**src/include/dacwf_consts.svh**
```systemverilog
`ifndef DACWF_CONSTS_SVH
`define DACWF_CONSTS_SVH
// Notes on behaviour
// - First DAC mode 00 down/write both, 01 up/both, 10 up/input, 11 up/shift.
// - Second DAC mode field uses the same four encodings on the dual variant.
// - After reset all DACs and op amps are down with outputs released.
// - Op amp enable powers op amp one; bit 4 powers op amp two on the single variant only; both reset to 0.
// - Reference field sets buffer gain with reference off, voltage with it on.
// - Reference enable 1 turns on internal 2.5 V reference; 0 allows external.
// - Reference enable is one flop seen in DAC and ADC control registers.
// - Any write that changes the FIFO control register resets the sequence.
// - First step after a sequence reset copies input register to output.
// - Direct DAC writes during sequencing leave the sequence position alone.
// - FIFO data writes are ignored while the sequencer enable is 1.
// - Words added in phases 1 and 2; bipolar also subtracts in 3 and 4.
// - Symmetry 0 runs phase 1 or 1,4; symmetry 1 runs 1,2 or 1-4.
// - Continuous 0 makes one waveform; continuous 1 repeats it.
// - Sixteen words stored; sequencer uses only programmed depth.
// - Output is input plus word; first uses none, then location 1 upward.
// - All FIFO control fields reset to zero.
// - Reference codes 00 off, 01 0.5/1.25, 10 0.8192/2.048, 11 1.0/2.5.
// - Depth equals the four-bit field plus one, 1 to 16.
// - Step write is 8 address bits plus 8 ignored; step on 16th edge.
// - Bipolar words are sign-magnitude, 11 magnitude bits; else plain binary.

// Register addresses in the command byte (bit 7 selects a read)
`define DACWF_RD_BIT 7
`define DACWF_ADR_DAC_CTRL 7'h01
`define DACWF_ADR_ADC_CTRL 7'h02
`define DACWF_ADR_FIFO_CTRL 7'h03
`define DACWF_ADR_FIFO_DATA 7'h04
`define DACWF_ADR_SEQ_STEP 7'h05
`define DACWF_ADR_DAC_A 7'h06
`define DACWF_ADR_DAC_B 7'h07
// Frame edge counts
`define DACWF_CNT_ADDR 6'h08
`define DACWF_CNT_BYTE 6'h10
`define DACWF_CNT_WORD 6'h18
// Storage and reset values
`define DACWF_FIFO_WORDS 5'h10
`define DACWF_CTRL_RST 8'h00
`define DACWF_MAX_CODE 14'sh0FFF
`endif

```
**src/include/dacwf_pkg.sv**
```systemverilog
package dacwf_pkg;
    typedef struct packed {
        logic [1:0] first_dac_power_mode;
        logic [1:0] second_dac_power_mode;
        logic op_amp_one_enable;
        logic [1:0] ref_buffer_select;
        logic internal_ref_enable;
    } dacwf_dac_ctrl_type;
    typedef struct packed {
        logic sequencer_enable;
        logic waveform_bipolar;
        logic waveform_symmetric;
        logic waveform_continuous;
        logic [3:0] waveform_depth;
    } dacwf_fifo_ctrl_type;
    typedef struct packed {
        logic [1:0] dac_powered;
        logic [1:0] dac_out_oe;
        logic [1:0] op_amp_on;
        logic [1:0] ref_buffer_select;
        logic ref_buffer_on;
        logic internal_ref_enable;
    } dacwf_analog_type;
    typedef enum logic [1:0] {
        DACWF_PH1,
        DACWF_PH2,
        DACWF_PH3,
        DACWF_PH4
    } dacwf_phase_type;
endpackage

```
**src/verilog/dacwf_top.sv**
```systemverilog
`timescale 1ns/10ps
`include "dacwf_consts.svh"
module dacwf_top #(
    parameter bit DUAL_DAC = 1'b1
) (
    // Clock and reset
    input wire logic ref_clk,
    input wire logic rst_n,
    // Serial register port
    input wire logic ser_cs_n,
    input wire logic ser_sclk,
    input wire logic ser_sdi,
    output logic ser_sdo,
    output logic ser_sdo_oe,
    // Step strobes
    input wire logic dac_load_strobe_a,
    input wire logic dac_load_strobe_both,
    // Analog control
    output dacwf_pkg::dacwf_analog_type analog,
    output logic [6:0] adc_ctrl_upper,
    output logic [11:0] second_dac_word,
    // First DAC output stream
    output logic [11:0] first_dac_word,
    output logic first_dac_valid,
    input wire logic first_dac_ready
);
    import dacwf_pkg::*;

    // ----------------------------------------
    // Serial framing
    // ----------------------------------------
    logic sclk_q;
    logic [5:0] cnt_q, cnt_d;
    logic [15:0] sh_q;
    logic [7:0] cmd_q;
    logic [15:0] osh_q, osh_d;
    logic [4:0] fptr_q, fptr_d;
    logic strobe_a_q, strobe_b_q;

    wire rise = ser_sclk & ~sclk_q & ~ser_cs_n;
    wire [5:0] cnt_n = cnt_q + 6'h01;
    wire [15:0] sh_n = {sh_q[14:0], ser_sdi};
    wire addr_done = rise && cnt_n == `DACWF_CNT_ADDR;
    wire byte_done = rise && cnt_n == `DACWF_CNT_BYTE;
    wire word_done = rise && cnt_n == `DACWF_CNT_WORD;
    wire [7:0] cmd_now = addr_done ? sh_n[7:0] : cmd_q;
    wire is_rd = cmd_now[`DACWF_RD_BIT];
    wire [6:0] adr = cmd_now[6:0];
    wire wr_dac_ctrl = byte_done && !is_rd && adr == `DACWF_ADR_DAC_CTRL;
    wire wr_adc_ctrl = byte_done && !is_rd && adr == `DACWF_ADR_ADC_CTRL;
    wire wr_fifo_ctrl = byte_done && !is_rd && adr == `DACWF_ADR_FIFO_CTRL;
    wire wr_seq = byte_done && !is_rd && adr == `DACWF_ADR_SEQ_STEP;
    wire wr_fifo = word_done && !is_rd && adr == `DACWF_ADR_FIFO_DATA;
    wire [1:0] wr_dac;
    assign wr_dac[0] = word_done && !is_rd && adr == `DACWF_ADR_DAC_A;
    assign wr_dac[1] = word_done && !is_rd && adr == `DACWF_ADR_DAC_B;
    wire [11:0] wdata = sh_n[15:4];
    // Byte registers take the second byte of the frame, not the command
    wire [7:0] wbyte = sh_n[7:0];

    // Words run back to back after the address byte
    assign cnt_d = ser_cs_n ? 6'h00 : (word_done ? `DACWF_CNT_ADDR : (rise ? cnt_n : cnt_q));
    assign fptr_d = addr_done ? 5'h00 : ((word_done && fptr_q != `DACWF_FIFO_WORDS) ? fptr_q + 5'h01 : fptr_q);

    always_ff @(posedge ref_clk)
    begin
        if (!rst_n)
        begin
            sclk_q <= 1'b0;
            cnt_q <= 6'h00;
            sh_q <= 16'h0000;
            cmd_q <= 8'h00;
            fptr_q <= 5'h00;
            strobe_a_q <= 1'b0;
            strobe_b_q <= 1'b0;
        end
        else
        begin
            sclk_q <= ser_sclk;
            cnt_q <= cnt_d;
            sh_q <= rise ? sh_n : sh_q;
            cmd_q <= cmd_now;
            fptr_q <= fptr_d;
            strobe_a_q <= dac_load_strobe_a;
            strobe_b_q <= dac_load_strobe_both;
        end
    end

    // ----------------------------------------
    // Control registers
    // ----------------------------------------
    dacwf_dac_ctrl_type dctl_q;
    dacwf_fifo_ctrl_type fctl_q;
    logic [6:0] adc_up_q;
    logic [11:0] mem_q [16];
    logic [11:0] in_q [2];
    logic [11:0] out_q [2];

    wire internal_ref_enable_d = wr_dac_ctrl ? wbyte[0] : (wr_adc_ctrl ? wbyte[0] : dctl_q.internal_ref_enable);
    wire fctl_change = wr_fifo_ctrl && wbyte != fctl_q;

    always_ff @(posedge ref_clk)
    begin
        if (!rst_n)
        begin
            dctl_q <= `DACWF_CTRL_RST;
            fctl_q <= `DACWF_CTRL_RST;
            adc_up_q <= 7'h00;
        end
        else
        begin
            dctl_q <= wr_dac_ctrl ? {wbyte[7:1], internal_ref_enable_d} : {dctl_q[7:1], internal_ref_enable_d};
            fctl_q <= wr_fifo_ctrl ? wbyte : fctl_q;
            adc_up_q <= wr_adc_ctrl ? wbyte[7:1] : adc_up_q;
        end
    end

    // data writes ignored while enabled; no write past last location
    wire fifo_we = wr_fifo && !fctl_q.sequencer_enable && fptr_q != `DACWF_FIFO_WORDS;
    always_ff @(posedge ref_clk)
    begin
        if (fifo_we)
            mem_q[fptr_q[3:0]] <= wdata;
    end

    // ----------------------------------------
    // Analog decode
    // ----------------------------------------
    logic [1:0] mode [2];
    assign mode[0] = dctl_q.first_dac_power_mode;
    // second channel exists only on the dual variant
    assign mode[1] = DUAL_DAC ? dctl_q.second_dac_power_mode : 2'b00;
    // on the single variant bit 4 drives op amp two
    assign analog.op_amp_on = {~DUAL_DAC & dctl_q.second_dac_power_mode[0], dctl_q.op_amp_one_enable};
    // field passed as gain or voltage code by reference state
    assign analog.ref_buffer_select = dctl_q.ref_buffer_select;
    // code 00 turns the buffer off
    assign analog.ref_buffer_on = dctl_q.ref_buffer_select != 2'b00;
    assign analog.internal_ref_enable = dctl_q.internal_ref_enable;
    assign adc_ctrl_upper = adc_up_q;
    assign second_dac_word = out_q[1];

    // ----------------------------------------
    // Sequencer
    // ----------------------------------------
    dacwf_phase_type ph_q, ph_d;
    logic [4:0] loc_q, loc_d;
    logic started_q, done_q, done_d, pend_q;
    logic buf_ready;
    logic out0_load;

    // last used location equals field plus one
    wire [4:0] last_loc = {1'b0, fctl_q.waveform_depth} + 5'h01;
    wire step_evt = fctl_q.sequencer_enable && (wr_seq || (dac_load_strobe_a & ~strobe_a_q)
        || (dac_load_strobe_both & ~strobe_b_q));
    // Steps wait while the output buffer is full so no word is dropped
    wire step_go = pend_q && buf_ready && !wr_dac[0];
    wire rising = ph_q == DACWF_PH1 || ph_q == DACWF_PH3;
    wire at_end = rising ? loc_q == last_loc : loc_q == 5'h00;

    // phase order by symmetry and polarity
    always_comb
    begin
        ph_d = ph_q;
        loc_d = loc_q;
        done_d = done_q;
        if (!started_q)
            loc_d = 5'h00;
        else if (!at_end)
            loc_d = rising ? loc_q + 5'h01 : loc_q - 5'h01;
        else
        begin
            unique case (ph_q)
                DACWF_PH1: ph_d = fctl_q.waveform_symmetric ? DACWF_PH2
                    : (fctl_q.waveform_bipolar ? DACWF_PH4 : DACWF_PH1);
                DACWF_PH2: ph_d = fctl_q.waveform_bipolar ? DACWF_PH3 : DACWF_PH1;
                DACWF_PH3: ph_d = DACWF_PH4;
                DACWF_PH4: ph_d = DACWF_PH1;
            endcase
            // falling phases walk back from the location before the last
            if (ph_d == DACWF_PH2 || ph_d == DACWF_PH4)
                loc_d = last_loc - 5'h01;
            else
                loc_d = rising ? 5'h00 : 5'h01;
            // single waveform stops at the wrap
            if (ph_d == DACWF_PH1 && !fctl_q.waveform_continuous)
            begin
                ph_d = ph_q;
                loc_d = loc_q;
                done_d = 1'b1;
            end
        end
    end

    // location zero adds nothing, locations up to depth add their word
    wire [11:0] word = loc_d == 5'h00 ? 12'h000 : mem_q[4'(loc_d - 5'h01)];
    // sign-magnitude when bipolar, plain binary otherwise
    wire signed [13:0] offs = fctl_q.waveform_bipolar
        ? (word[11] ? -$signed({3'b000, word[10:0]}) : $signed({3'b000, word[10:0]}))
        : $signed({2'b00, word});
    // subtract in phases 3 and 4
    wire sub_ph = ph_d == DACWF_PH3 || ph_d == DACWF_PH4;
    wire signed [13:0] sum = $signed({2'b00, in_q[0]}) + (sub_ph ? -offs : offs);
    wire [11:0] seq_val = sum < 0 ? 12'h000 : (sum > `DACWF_MAX_CODE ? 12'hFFF : sum[11:0]);

    always_ff @(posedge ref_clk)
    begin
        if (!rst_n || fctl_change)
        begin
            ph_q <= DACWF_PH1;
            loc_q <= 5'h00;
            started_q <= 1'b0;
            done_q <= 1'b0;
            pend_q <= 1'b0;
        end
        else if (step_go && !done_q)
        begin
            ph_q <= ph_d;
            loc_q <= loc_d;
            started_q <= 1'b1;
            done_q <= done_d;
            pend_q <= step_evt;
        end
        else
        begin
            // step request from the 16th edge held until the buffer lets it be taken
            pend_q <= (pend_q && !done_q) | step_evt;
        end
    end

    // ----------------------------------------
    // DAC input and output registers
    // ----------------------------------------
    // direct writes never touch the sequence state
    for (genvar c = 0; c < 2; c++)
    begin : g_dac
        wire ld_in = wr_dac[c] && mode[c] != 2'b11;
        wire ld_out = wr_dac[c] && mode[c][1] == 1'b0;
        wire shift = wr_dac[c] && mode[c] == 2'b11;
        wire seq_ld = c == 0 && step_go && !done_q && !done_d;
        always_ff @(posedge ref_clk)
        begin
            if (!rst_n)
            begin
                in_q[c] <= 12'h000;
                out_q[c] <= 12'h000;
            end
            else
            begin
                in_q[c] <= (ld_in | shift) ? wdata : in_q[c];
                // first step gives input value unchanged
                out_q[c] <= ld_out ? wdata : (shift ? in_q[c] : (seq_ld ? seq_val : out_q[c]));
            end
        end
        assign analog.dac_powered[c] = mode[c] != 2'b00;
        assign analog.dac_out_oe[c] = mode[c] != 2'b00;
    end
    // the step that would wrap a single waveform emits no word
    assign out0_load = (wr_dac[0] && mode[0] != 2'b10) || (step_go && !done_q && !done_d);

    // ----------------------------------------
    // Two-entry output buffer
    // ----------------------------------------
    logic [11:0] buf_q [2];
    logic [1:0] cnt_buf_q;
    logic load_pend_q;
    wire pop = first_dac_valid && first_dac_ready;
    wire push = load_pend_q && (cnt_buf_q != 2'h2 || pop);
    assign buf_ready = cnt_buf_q == 2'h0 || (cnt_buf_q == 2'h1 && !load_pend_q);
    assign first_dac_valid = cnt_buf_q != 2'h0;
    assign first_dac_word = buf_q[0];
    wire [1:0] cnt_buf_d = cnt_buf_q + {1'b0, push} - {1'b0, pop};

    always_ff @(posedge ref_clk)
    begin
        if (!rst_n)
        begin
            cnt_buf_q <= 2'h0;
            load_pend_q <= 1'b0;
            buf_q[0] <= 12'h000;
            buf_q[1] <= 12'h000;
        end
        else
        begin
            cnt_buf_q <= cnt_buf_d;
            load_pend_q <= out0_load | (load_pend_q & ~push);
            if (pop)
                buf_q[0] <= (cnt_buf_q == 2'h2) ? buf_q[1] : out_q[0];
            else if (push && cnt_buf_q == 2'h0)
                buf_q[0] <= out_q[0];
            if (push && cnt_buf_d == 2'h2)
                buf_q[1] <= out_q[0];
        end
    end

    // ----------------------------------------
    // Read-back
    // ----------------------------------------
    logic [7:0] rd_byte;
    assign rd_byte = adr == `DACWF_ADR_DAC_CTRL ? dctl_q : (adr == `DACWF_ADR_ADC_CTRL
        ? {adc_up_q, dctl_q.internal_ref_enable} : (adr == `DACWF_ADR_FIFO_CTRL ? fctl_q : 8'h00));
    wire [4:0] rptr = addr_done ? 5'h00 : fptr_q + 5'h01;
    wire [11:0] rd_word = adr == `DACWF_ADR_DAC_A ? in_q[0] : (adr == `DACWF_ADR_DAC_B ? in_q[1]
        : (adr == `DACWF_ADR_FIFO_DATA && rptr < `DACWF_FIFO_WORDS ? mem_q[rptr[3:0]] : {rd_byte, 4'h0}));
    assign osh_d = ((addr_done || word_done) && is_rd) ? {rd_word, 4'h0} : (rise ? {osh_q[14:0], 1'b0} : osh_q);
    assign ser_sdo = osh_q[15];
    assign ser_sdo_oe = !ser_cs_n && cmd_q[`DACWF_RD_BIT] && cnt_q >= `DACWF_CNT_ADDR;

    always_ff @(posedge ref_clk)
    begin
        if (!rst_n)
            osh_q <= 16'h0000;
        else
            osh_q <= osh_d;
    end
endmodule

```
**config.mk**
```make
export PLATFORM = sky130hd
export DESIGN_NAME = dacwf_top
export DESIGN_NICKNAME = d
export VERILOG_FILES = /design/src/include/dacwf_pkg.sv /design/src/verilog/dacwf_top.sv
export VERILOG_INCLUDE_DIRS = /design/src /design/src/include
export SDC_FILE = /design/constraint.sdc
export NUM_CORES = 1
export LEC_CHECK = 0
export BUFFER_PORTS_ARGS = -buffer_cell sky130_fd_sc_hd__buf_4
export CAP_MARGIN = 20
export CORE_ASPECT_RATIO = 0.75
export CORE_MARGIN = 5
export CORE_UTILIZATION = 25
export CTS_CLUSTER_DIAMETER = 100
export DETAILED_ROUTE_END_ITERATION = 16
export HOLD_SLACK_MARGIN = 0.12
export SLEW_MARGIN = 20
export SYNTH_ARGS = -nofsm -noshare
export SYNTH_HDL_FRONTEND = slang
export SYNTH_SLANG_ARGS = --single-unit
```
**constraint.sdc**
```tcl
create_clock -name ref_clk -period 8.85 [get_ports ref_clk]
set_input_delay 1.77 -clock ref_clk [delete_from_list [all_inputs] [get_ports ref_clk]]
set_output_delay 1.77 -clock ref_clk [all_outputs]
set_load 0.005 [all_outputs]
```
==> results.ini <==
[logic_synthesis]
ys_ff_latch = 349
synth_nets = 1978
synth.top_cell.area_share_pct = 33.66
synth_cell_types = 94
synth_area_sq_um = 19270
seq_area_frac_synth_pct = 47.48
synth_ff_type = edfxtp_1
synthCells = 1941
synth_area_per_cell_sq_um = 9.927
synthTopCellsByArea = edfxtp_1 34%, dfxtp_1 14%, mux2i_1 5.2%
yosys_warnings = 0
synth-edff-count = 216
ys_top_cells_by_count = 247 x nand2_1, 216 x edfxtp_1, 145 x a21oi_1
async_reset_ff_share_pct = 0
post-synth-top-count-cell = nand2_1
synth_area_leader_cell = edfxtp_1

[timing]
slew_violations = 0
tns_ns = 0
skew_ns = 0.02882
setup_violations = 0
fin_crit_ns = 8.204
worstMarginPinSlew_ns = 1.214
finalCritPeriodShare_pct = 92.70
max_slew_margin_pct = 18.95
rsz0062_at_grt = false
fmax_mhz = 121.9
whs_ns = 0.4615
setup_ws_ns = 0.6464
hold_viol = 0

[cts]
max-clock-path-buffers = 3
cts_sinks = 349
cts_tree = yes
cts_buffers = 38
htree_levels = 2
path_clk_slew_ns = 0.06
root_buffer = clkbuf_16
worstSkewPairLatency_ns = 0.55

[power]
power.total_mw = 3.415
p_sw_uw = 707.5
switching_share_pct = 20.71
seqPwrFrac_pct = 50.4
p_leak_nw = 7.358
p_int_mw = 2.708
pwr_density_cell_nw_per_um2 = 155.8
p_comb_share_pct = 1.1
peakVddDrop_mv = 0.1256
clockPowerShare_pct = 48.5

[floorplanning]
fp.dieW_um = 330.6
core-area_sq_um = 76630
chipHeight_um = 250.4
dieArea_sq_um = 82780
start_util_pct = 25.14
pin_count = 52
rows = 88

[run]
max-cap-violations = 0

[drt]
vias = 15630
wl_per_cell_um = 21.09
drcViolationCount = 0
first_pass_iters = 6
ant_nets = 0
finalWirelength_mm = 62.72
via_per_inst = 5.256
first_iter_violations = 1758

[placement]
placed_area_sq_um = 20570
dp_worst_setup_slack_ns = 0.2321
place_congestion = 0.9658
portBuffers = 50
hpwl_mm = 42.79
place_inst = 2902

[setup_path]
r2r.worst_path.cells = 41
slowest_stage = or3_4
cp_max_fo = 12
crit_top_cell = o21ai_0
cp-start-kind = flip-flop
cp.required_ns = 9.26
r2r_start = fctl_q[1]
endpoint_kind = flip-flop
r2r-end = out_q[0][3]
critical_path_class = reg2reg
r2r_slack_ns = 0.65
crit_arrival_ns = 8.61
slowest_delay_ns = 0.51

[worst_hold_path]
hp-start = cmd_q[6]
min_path_type = reg2reg
holdPathEnd = cmd_q[6]
hold_depth = 2

[final_layout]
synthToLayoutAreaGrowth_pct = 13.75
antenna_cells = 0
stdcell_count = 2974
utilization_pct = 28.60
fin_nets = 1947
fin_area_sq_um = 21920
drive_above_1_share_pct = 12.64

[global_routing]
grt_pass1_vias = 14923
grt_pass1_wl_mm = 93.34
grt_max_degree = 97
grt_overflow = 0
antenna_found_initial = 0
track_usage_pct = 14.56

[outcome]
outcome = complete, no violations

## worst max-delay path: cells and delay by family (launching register included)
kind                       cells  cell delay (ns)
buffers and inverters          3             0.38
DFF                            1             0.41
adders and majority gates      4             0.92
muxes                          4             1.12
and+or+nand+nor               11             1.92
xor gates and xnor gates       4             0.57
AOI/OAI and AO/OA             15             2.71
## layer usage
| layer | global-route usage, % | up-vias | routed length (um) |
|---|---|---|---|
| li1 | - | 7132 | - |
| met1 | 21.09 | 7608 | 27620 |
| met2 | 21.01 | 807 | 26250 |
| met3 | 4.431 | 83 | 7472 |
| met4 | 3.860 | 0 | 1376 |
| met5 | 0 | - | 0 |
## power by group through the flow
| stage | clock (mW) | combinational [mW] | sequential [mW] |
|---|---|---|---|
| finish | 1.66 | 0.0373 | 1.72 |
| global route | 1.76 | 0.0410 | 1.72 |
| CTS | 1.68 | 0.0372 | 1.72 |
| detailed placement | 0 | 0.0370 | 1.76 |
| global placement | 0 | 0.0361 | 1.76 |
| floorplan | 0 | 0.0257 | 1.75 |
## how the worst max path moves through the flow
stage	from	to	slack, ns
2_1_floorplan	fctl_q[0]	out_q[0][0]	0.50
3_3_place_gp	fctl_q[1]	out_q[0][1]	0.52
3_5_place_dp	fctl_q[1]	out_q[0][8]	0.23
4_1_cts	fctl_q[1]	out_q[0][8]	0.13
5_1_grt	fctl_q[1]	out_q[0][4]	0.001
6_report	fctl_q[1]	out_q[0][3]	0.65
## kinds of logic after synthesis
logic type | count (synthesis) | share of synthesized area [%]
AND/OR/NAND/NOR | 629 | 15.95
flip-flops | 349 | 47.48
XOR/XNOR | 62 | 2.896
multiplexers | 150 | 9.344
other | 1 | 0.01946
buffers and inverters | 207 | 4.682
adder cells (fa/ha/maj) | 29 | 1.961
AO/OA/AOI/OAI | 514 | 17.66
## layout by cell type (no fill, tap or decap), types with 8 or more instances in the layout
| cell | n |
|---|---|
| nand2_1 | 246 |
| edfxtp_1 | 216 |
| a21oi_1 | 144 |
| dfxtp_1 | 128 |
| nor2_1 | 118 |
| mux2i_1 | 100 |
| buf_4 | 85 |
| o21ai_0 | 82 |
| or3_1 | 64 |
| a211oi_1 | 49 |
| inv_1 | 45 |
| a31oi_1 | 45 |
| xnor2_1 | 40 |
| o211ai_1 | 39 |
| clkbuf_16 | 38 |
| and3_1 | 37 |
| and2_1 | 29 |
| nor3_1 | 29 |
| mux2_2 | 27 |
| ha_1 | 26 |
| nor2b_1 | 21 |
| xor2_1 | 20 |
| mux4_2 | 20 |
| nand3_1 | 16 |
| o21ai_1 | 15 |
| a221oi_1 | 13 |
| nand2b_1 | 12 |
| a22oi_1 | 11 |
| o221ai_1 | 10 |
| clkinv_1 | 10 |
| a21o_1 | 9 |
| a311oi_1 | 8 |
| o32ai_1 | 8 |
| o22ai_1 | 8 |
## what timing repair did
action | in CTS | in global routing
setup endpoints to repair | 0 | 12
setup buffers | 0 | 3
hold buffers | 0 | 0
gates resized for setup | 0 | 7
## layout make-up
type                            instances  area (sq um)
Timing Repair Buffer                   88         689.4
Fill cell                            7976         54720
Multi-Input combinational cell       1385          9311
Clock inverter                         25         301.5
Tap cell                             1035          1295
Clock buffer                           44         983.4
Inverter                               48         182.7
Sequential cell                       349          9155
## state kept, by name, summed over array words and instances (netlist names), 5 cells and up
register	flops
in_q	24
sh_q	15
fptr_q	5
mem_q	192
out_q	24
buf_q	24
osh_q	12
adc_ctrl_upper	7
loc_q	5
cmd_q	8
cnt_q	6
fctl_q	8
Note: power is estimated with default switching activity, not from simulation.
